File: src/include/rtcpin_pkg.sv
// constants for the rtc output pin control block
package rtcpin_pkg;
    // system clock rate
    localparam int unsigned CLK_HZ            = 25000000;
    // square wave rate and half period count
    localparam int unsigned WAVE_HZ           = 1;
    localparam int unsigned WAVE_HALF_CYC     = CLK_HZ / (2 * WAVE_HZ);
    // reset release delay after supply recovery, in ms (longest figure)
    localparam int unsigned REC_MS            = 250;
    localparam int unsigned REC_CYC           = (CLK_HZ / 1000) * REC_MS;
    // pushbutton debounce time in ms
    localparam int unsigned DEB_MS            = 10;
    localparam int unsigned DEB_CYC           = (CLK_HZ / 1000) * DEB_MS;
    // reset pulse length after a valid press, in ms
    localparam int unsigned PB_PULSE_MS       = 250;
    localparam int unsigned PB_PULSE_CYC      = (CLK_HZ / 1000) * PB_PULSE_MS;
    // control register address holding the select bit
    localparam logic [7:0]  CTRL_ADDR         = 8'h0e;
    // reset value of the interrupt select bit
    localparam logic        INT_SEL_RESET     = 1'b1;
    // counter width for all timers
    localparam int unsigned CNT_W             = 32;
    // reset pin controller states
    typedef enum logic [1:0] {
        RTCPIN_HOLD,
        RTCPIN_DELAY,
        RTCPIN_IDLE,
        RTCPIN_PULSE
    } rtcpin_state_t;
endpackage

File: src/logic/rtcpin_ctrl.sv
// output pin control: shared alarm/wave pin and open-drain reset pin
//
// Behaviour
// RULE1 - select bit picks shared pin function
// RULE2 - select zero gives 1Hz square wave
// RULE3 - select one drives low on alarm match
// RULE4 - power up: select one, alarms off (left to the register file; reset here only releases the shared pin)
// RULE5 - reset low while supply below threshold
// RULE6 - release delay after supply recovers, then float
// RULE7 - debounce pushbutton, pulse reset pin
// RULE8 - oscillator disabled skips release delay
// RULE9 - disable bit one means oscillator off
// RULE10 - reset pin never stalls interface or timekeeping
// RULE11 - square wave has half duty cycle
`timescale 1ns/1ps
module rtcpin_ctrl
    import rtcpin_pkg::*;
#(
    parameter int unsigned REC_CYCLES   = REC_CYC,
    parameter int unsigned DEB_CYCLES   = DEB_CYC,
    parameter int unsigned PULSE_CYCLES = PB_PULSE_CYC,
    parameter int unsigned HALF_CYCLES  = WAVE_HALF_CYC
)
(
    // clock and reset
    input  wire logic sys_clk,
    input  wire logic rst,
    // control bits from the register file
    input  wire logic interrupt_select_bit,
    input  wire logic oscillator_disable_bit,
    input  wire logic alarm1_enable,
    input  wire logic alarm2_enable,
    // alarm match flags from the comparators
    input  wire logic alarm1_match,
    input  wire logic alarm2_match,
    // supply monitor: high while supply below power_fail_threshold
    input  wire logic supply_below_pf,
    // shared pin, open drain
    output logic      alarm_irq_or_wave_pin_o,
    output logic      alarm_irq_or_wave_pin_oe,
    // reset pin, open drain two-way
    input  wire logic reset_pin_n_i,
    output logic      reset_pin_n_o,
    output logic      reset_pin_oe,
    // status: device is driving reset low
    output logic      reset_active
);

    // refuse counts that are zero; the 32 bit counters hold any count given
    // every timer compares against count minus one, so a count of
    // zero would wrap to the all-ones value and never finish
    initial
    begin
        if (REC_CYCLES < 1 || DEB_CYCLES < 1 || PULSE_CYCLES < 1 ||
            HALF_CYCLES < 1)
            $error("rtcpin_ctrl: timer counts must be at least one");
    end

    logic [CNT_W-1:0] wave_cnt_r;     // square wave half period counter
    logic             wave_r;         // square wave level
    logic             irq_drive_r;    // registered shared pin pull-down
    logic [CNT_W-1:0] deb_cnt_r;      // debounce stability counter
    logic             pb_stable_r;    // debounced pin level
    logic [CNT_W-1:0] tmr_r;          // delay / pulse timer
    rtcpin_state_t    state_r;        // reset pin controller state
    rtcpin_state_t    state_nxt;
    logic [CNT_W-1:0] tmr_nxt;
    logic             drive_low_r;    // registered reset pin pull-down

    // decode of alarm and wave selection
    // the shared pin is open drain: a low level is made by raising the
    // output enable, a high level by releasing the pin to its pullup
    // alarm match flags are level inputs; the interrupt stays low for
    // as long as an enabled alarm matches, clearing is upstream
    wire  alarm_hit    = (alarm1_match & alarm1_enable) |
                         (alarm2_match & alarm2_enable);
    wire  wave_wrap    = (wave_cnt_r == CNT_W'(HALF_CYCLES - 1));
    // pin must stay low in wave mode when wave is low  [RULE1]
    wire  irq_nxt      = interrupt_select_bit ? alarm_hit     // [RULE3]
                                              : ~wave_r;      // [RULE2]
    // pin sampled differs from the debounced level
    wire  pb_differs   = (reset_pin_n_i != pb_stable_r);
    wire  deb_done     = (deb_cnt_r == CNT_W'(DEB_CYCLES - 1));
    // debounced falling edge while we are not driving: a press
    wire  pb_press     = pb_differs & deb_done & pb_stable_r &
                         ~drive_low_r;
    // oscillator off bypasses the delay  [RULE9]
    wire  osc_off      = oscillator_disable_bit;

    // free running divider; runs whatever the reset pin does  [RULE10]
    // the divider also runs in alarm mode, so a switch to wave mode
    // may start with a short first half; later halves are all equal
    always_ff @(posedge sys_clk or posedge rst)
    begin
        if (rst)
        begin
            wave_cnt_r <= '0;
            wave_r     <= 1'b0;
        end
        else if (wave_wrap)
        begin
            wave_cnt_r <= '0;
            wave_r     <= ~wave_r;    // equal halves  [RULE11]
        end
        else
            wave_cnt_r <= wave_cnt_r + CNT_W'(1);
    end

    // shared pin register; reset leaves it released, the select
    // bit default of one and alarms off are the register file's job
    always_ff @(posedge sys_clk or posedge rst)
    begin
        if (rst)
            irq_drive_r <= 1'b0;     // idle interrupt output  [RULE4]
        else
            irq_drive_r <= irq_nxt;
    end

    assign alarm_irq_or_wave_pin_o  = 1'b0;
    assign alarm_irq_or_wave_pin_oe = irq_drive_r;

    // pushbutton debounce: level must hold for the whole window
    // any return to the stable level restarts the window, so bounce
    // shorter than the window is ignored entirely
    // our own pull-down also shows on the sensed pin; the press
    // decode masks it so a pulse never triggers a second pulse
    always_ff @(posedge sys_clk or posedge rst)
    begin
        if (rst)
        begin
            deb_cnt_r   <= '0;
            pb_stable_r <= 1'b1;
        end
        else if (!pb_differs)
            deb_cnt_r   <= '0;
        else if (deb_done)
        begin
            deb_cnt_r   <= '0;
            pb_stable_r <= reset_pin_n_i;   // [RULE7]
        end
        else
            deb_cnt_r   <= deb_cnt_r + CNT_W'(1);
    end

    // reset pin controller next state
    // supply failure always wins: from any state a low supply returns
    // to hold, so a press pulse cannot mask a power-fail indication
    // the release delay counts from the first edge the supply is good
    always_comb
    begin
        state_nxt = state_r;
        tmr_nxt   = tmr_r;
        case (state_r)
            RTCPIN_HOLD:
            begin
                tmr_nxt = '0;
                if (!supply_below_pf)
                    state_nxt = osc_off ? RTCPIN_IDLE      // [RULE8]
                                        : RTCPIN_DELAY;    // [RULE6]
            end
            RTCPIN_DELAY:
            begin
                tmr_nxt = tmr_r + CNT_W'(1);
                if (supply_below_pf)
                    state_nxt = RTCPIN_HOLD;               // [RULE5]
                else if (osc_off ||
                         tmr_r == CNT_W'(REC_CYCLES - 1))
                    state_nxt = RTCPIN_IDLE;               // [RULE6]
            end
            RTCPIN_IDLE:
            begin
                tmr_nxt = '0;
                if (supply_below_pf)
                    state_nxt = RTCPIN_HOLD;               // [RULE5]
                else if (pb_press)
                    state_nxt = RTCPIN_PULSE;              // [RULE7]
            end
            RTCPIN_PULSE:
            begin
                tmr_nxt = tmr_r + CNT_W'(1);
                if (supply_below_pf)
                    state_nxt = RTCPIN_HOLD;
                else if (tmr_r == CNT_W'(PULSE_CYCLES - 1))
                    state_nxt = RTCPIN_IDLE;
            end
            default:
            begin
                state_nxt = RTCPIN_HOLD;
                tmr_nxt   = '0;
            end
        endcase
    end

    // reset pin controller registers; starts holding reset low
    // the pull-down is registered from the next state so the pin
    // changes on the same edge as the state, with no decode glitch
    always_ff @(posedge sys_clk or posedge rst)
    begin
        if (rst)
        begin
            state_r     <= RTCPIN_HOLD;
            tmr_r       <= '0;
            drive_low_r <= 1'b1;
        end
        else
        begin
            state_r     <= state_nxt;
            tmr_r       <= tmr_nxt;
            drive_low_r <= (state_nxt != RTCPIN_IDLE);   // [RULE5]
        end
    end

    // open drain: only ever pulls low, pullup raises the line
    // the status output mirrors the pull-down, not the sensed pin, so
    // an external request does not show as a device reset
    assign reset_pin_n_o = 1'b0;
    assign reset_pin_oe  = drive_low_r;
    assign reset_active  = drive_low_r;

endmodule

File: config.mk
export PLATFORM = sky130hd
export DESIGN_NAME = rtcpin_ctrl
export DESIGN_NICKNAME = d
export VERILOG_FILES = /design/src/include/rtcpin_pkg.sv /design/src/logic/rtcpin_ctrl.sv
export SDC_FILE = /design/constraint.sdc
export NUM_CORES = 1
export LEC_CHECK = 0
export BUFFER_PORTS_ARGS = -buffer_cell sky130_fd_sc_hd__buf_2
export CAP_MARGIN = 10
export CELL_PAD_IN_SITES_DETAIL_PLACEMENT = 0
export CELL_PAD_IN_SITES_GLOBAL_PLACEMENT = 1
export CORE_MARGIN = 2
export CORE_UTILIZATION = 47
export DETAILED_ROUTE_END_ITERATION = 8
export GPL_TIMING_DRIVEN = 0
export PLACE_DENSITY_LB_ADDON = 0.1
export SLEW_MARGIN = 0
export SYNTH_ARGS = -nofsm -noshare
export SYNTH_HDL_FRONTEND = slang
export SYNTH_SLANG_ARGS = --single-unit
File: constraint.sdc
create_clock -name sys_clk -period 4 [get_ports sys_clk]
set_clock_uncertainty 0.05 [all_clocks]
set_input_delay 0.2 -clock sys_clk [delete_from_list [all_inputs] [get_ports sys_clk]]
set_output_delay 0.2 -clock sys_clk [all_outputs]
set_load 0.05 [all_outputs]
# Word level (Yosys, flattened, before mapping)

Index checks and enable logic that the tools add are counted.

Register bits after elaboration: 102
Input bits: 10

Add/sub/neg operators: 3
Equality and inequality tests: 8
Mux-type cells: 14
Bitwise operators: 8
Reductions and logical operators: 5

Operator list:

| cell                                                               | number |
|---|---|
| 32-bit by 1-bit adder with 32-bit output (second input constant)   | 3 |
| 32-bit 2-to-1 mux                                                  | 3 |
| 32-bit one-hot mux with 2 select lines                             | 1 |
| 32-bit by 18-bit == test with 1-bit output (second input constant) | 1 |
| 32-bit by 23-bit == test with 1-bit output (second input constant) | 1 |
| 32-bit by 24-bit == test with 1-bit output (second input constant) | 1 |
| 2-bit 2-to-1 mux                                                   | 8 |
| 2-bit one-hot mux with 4 select lines                              | 1 |
| 1-bit AND                                                          | 5 |
| 2-bit == test (second input constant)                              | 2 |
| 2-bit OR reduction                                                 | 2 |
| 2-bit by 1-bit == test with 1-bit output (second input constant)   | 1 |
| 2-bit logical NOT                                                  | 1 |
| 2-bit != test (second input constant)                              | 1 |
| 1-bit NOT                                                          | 2 |
| 2-bit AND reduction                                                | 1 |
| 1-bit logical OR                                                   | 1 |
| 1-bit 2-to-1 mux                                                   | 1 |
| 1-bit != test                                                      | 1 |
| 1-bit bitwise OR                                                   | 1 |

# Depth between registers and ports, before layout

Word-level depth: 8
Depth in mapped cells: 7
Mapped depth without buffers: 6

# Worst setup path after synthesis

OpenSTA, ideal clock, no wires.

Kind: register -> register
From: reg tmr_r[0]
To: reg tmr_r[30]
Library setup time: 66 ps
Arrival time: 1830 ps
Data required time: 3884 ps
Slack: 2054 ps
Cell stages (with the launch flop): 7
Period minus slack after synthesis: 1946 ps
Cells stage by stage: dfrtp_1 ha_1 nand3_1 nor4_4 nand3_2 or4b_1 nand2_1

Cells in the longest elaborated chain, start to end: 2

Ends and longest elaborated chain:

| what                                     | RTL line                               | text |
|---|---|---|
| start: declaration                       | rtcpin_ctrl.sv:64                      | `logic [CNT_W-1:0] tmr_r;` |
| start signal: assignment                 | rtcpin_ctrl.sv:208                     | `tmr_r <= tmr_nxt;` |
| 32-bit by 1-bit adder with 32-bit output | rtcpin_ctrl.sv:163, rtcpin_ctrl.sv:180 |  |
| 32-bit one-hot mux with 2 select lines   | rtcpin_ctrl.sv:153                     | `case (state_r)` |
| net tmr_nxt[30]                          | rtcpin_ctrl.sv:67                      | `logic [CNT_W-1:0] tmr_nxt;` |

The timed path passes the listed nets, and every way through them passes these cells.
A chain may end at the register's enable or synchronous reset.

# Worst setup path in the final report

From: reg wave_cnt_r[0]
To: reg wave_cnt_r[30]

Cells in the longest elaborated chain, start to end: 2
Elaborated cells on any way between the ends: 3
Those cells by class: add/sub (1); eq/ne (1); mux (1)

Ends and longest elaborated chain:

| what                                                                                                          | RTL line                              | text |
|---|---|---|
| start: declaration                                                                                            | rtcpin_ctrl.sv:59                     | `logic [CNT_W-1:0] wave_cnt_r;` |
| start signal: assignment                                                                                      | rtcpin_ctrl.sv:106                    | `wave_cnt_r <= wave_cnt_r + CNT_W'(1);` |
| 32-bit by 1-bit adder with 32-bit output / 32-bit by 24-bit == test with 1-bit output (equally long branches) | rtcpin_ctrl.sv:106, rtcpin_ctrl.sv:77 |  |
| 32-bit 2-to-1 mux (*)                                                                                         | rtcpin_ctrl.sv:100                    | `else if (wave_wrap)` |

Every way passes the cells marked *; elsewhere a longest branch is shown, timed or not.

==> results.yml <==
timing:
  final-max-slew-violation-count: 0
  rsz0062_at_grt: "no"
  tightest_slew_ns: 0.843
  report.final.setup_viol: 0
  fin_crit_ns: 2.37
  setup_tns_ns: 0
  fmaxAchievable_mhz: 421
  slew_headroom: 0.433
  hold_viol_final: 0
  holdWs_ns: 0.0457
  finalCritPeriodShare: 0.593
routing:
  drt_iter0_drc: 176
  vias: 3678
  drcViolationCount: 0
  antenna_left: 0
  first_pass_iters: 4
  wl_per_cell_um: 15.0
  viasPerCell: 5.39
  wl_um: 10200
job:
  max_cap_viol_count: 0
power:
  power_uw: 1700
  ir_drop_v: 0.000233
  powerDensity_nw_per_um2: 304
  leakage_uw: 0.00248
setup_path:
  path_cells: "ha_1, nand4_2, nor4_2, nand3_1, nor2_1, xnor2_1"
  setup.worst_path.start_class: "register"
  path_max_fanout: 8
  crit_path_end_kind: "register"
  cp.arrival_ns: 2.63
  crit_family: "simple AND/OR/NAND/NOR gates"
  worst-path-buf-inv: 0
  cp.required_ns: 4.25
  critPathKind: "register to register"
  max_stage_delay_ns: 0.80
  critical-path-slowest-cell: "nor4_2"
clock_network:
  ctsRootBufferMaster: "clkbuf_8"
  path_clk_slew_ns: 0.10
  cts_tree: "yes"
  cts_buffers: 9
  insertion_delay_ns: 0.39
  clock_path_buffers: 2
  cts_sinks: 102
  postCtsResizedCells: 0
  cts_max_level: 3
floorplan:
  coreArea_um2: 10700
  fp.dieH_um: 109
  std_cell_rows: 38
  start_util: 0.478
  die_area_um2: 11800
  ios: 15
  die_x_um: 109
finish:
  stdcell_count: 682
  n_antenna_cell: 0
  syn2layout_area_growth_pct: 9.09
  utilization: 0.521
  final_common_cell: "dfrtp_1"
  drive_above_1_share: 0.0959
  nets: 550
  layout_common_cells: "dfrtp_1, nor2_1, xor2_1"
global_routing:
  grt_pass1_vias: 3729
  grt_max_degree: 61
  antenna_found_initial: 0
  grt_overflow: 0
  grt_usage: 0.192
  grt_pass1_wl_um: 17700
synthesis:
  synth_top_area_cell: "dfrtp_1"
  synth_cell_types: 47
  async_flop_share: 1.00
  syn_area_um2: 5130
  synth_edf_count: 0
  ys_seq_area_frac: 0.498
  synth_top_area_frac: 0.487
  ys_warn_count: 0
  syn_area_per_cell_um2: 10.1
  ys_ff_latch: 102
  ys.flop_type: "dfrtp_1"
  synth.area.top_cells: "dfrtp_1, xor2_1, xnor2_1"
  synthCells: 509
min_path:
  hold_class: "primary input to register"
placement:
  portBuffers: 12
  dp_hpwl_um: 6910
  gp_congestion: 0.822
  numPlacedInstances: 663
status:
  status: "complete, no violations"
## area by class of cell
class / count / area [µm²]
fillers: 1034 / 5140
flip-flops and latches: 102 / 2550
multi-input cells: 383 / 2470
well taps: 140 / 175
clock buffers: 11 / 131
repair buffers: 16 / 118
plain buffers: 16 / 82.6
clock inverters: 5 / 36.3
inverters: 9 / 36.3
## synth_stat cells (all sizes together) (5+ instances only)
cell type and n:
inv 9, nand4 37, a21oi 5, and4 8
and2 26, xor2 43, nor3 13, dfrtp 100
or3 6, buf 7, nand2 27, clkbuf 9
nand3 39, nor4 14, xnor2 41, and3 22
nor2 60, o21ai 8
## registers in the layout (all words and copies together) (netlist names)
register                  cells
alarm_irq_or_wave_pin_oe      1
deb_cnt_r                    32
pb_stable_r                   1
state_r                       2
wave_cnt_r                   32
tmr_r                        32
wave_r                        1
reset_active                  1
## cell families (layout without fill, tap and decap cells)
logic type               count (synthesis)  after routing  synth area share
AND/OR/NAND/NOR                        274            274             0.305
flip-flops                             102            102             0.498
XOR/XNOR                                84             84             0.143
buffers and inverters                   25             57            0.0227
AO/OA/AOI/OAI                           19             19            0.0217
adder cells (fa/ha/maj)                  3              3           0.00731
other                                    1              2          0.000730
multiplexers                             1              1           0.00219
## routing by layer
layer / track usage / routed length (µm) / vias to the layer above
li1: - / - / 1831
met4: 0.0513 / 128 / 0
met5: 0 / 0 / -
met1: 0.259 / 4970 / 1790
met3: 0.0609 / 318 / 10
met2: 0.299 / 4800 / 47
## stage by stage
step	setup WS, ns	cell area [µm²]
after floorplan	1.08	5140
after global placement	-0.170	5370
after detailed placement	1.61	5400
after CTS	1.57	5600
after global routing	1.38	5600
final	1.63	5600
## power by group
group / internal [µW] / total [µW] / switching, µW
combinational: 21.6 / 74.1 / 52.5
sequential: 1040 / 1040 / 6.12
clock: 227 / 585 / 358
## repair_timing
action / CTS / global route
endpoints found under the hold margin: 44 / 0
buffers inserted: 0 / 0
hold buffers: 3 / 0
## worst paths after layout
check | depth (start not counted) | to | startpoint | slack [ns]
worst max-delay path | 6 | wave_cnt_r[30]$_DFF_PP0_ | wave_cnt_r[0]$_DFF_PP0_ | 1.63
worst min-delay path | 2 | pb_stable_r$_DFFE_PP1N_ | reset_pin_n_i | 0.05
worst max register to register | 6 | wave_cnt_r[30]$_DFF_PP0_ | wave_cnt_r[0]$_DFF_PP0_ | 1.63
worst min register to register | 1 | wave_r$_DFFE_PP0N_ | wave_r$_DFFE_PP0N_ | 0.43
max in group asynchronous | 4 | wave_cnt_r[17]$_DFF_PP0_ | rst | 2.83
min in group asynchronous | 3 | deb_cnt_r[8]$_DFF_PP0_ | rst | 0.38
Power figures use the tool's default switching activity.
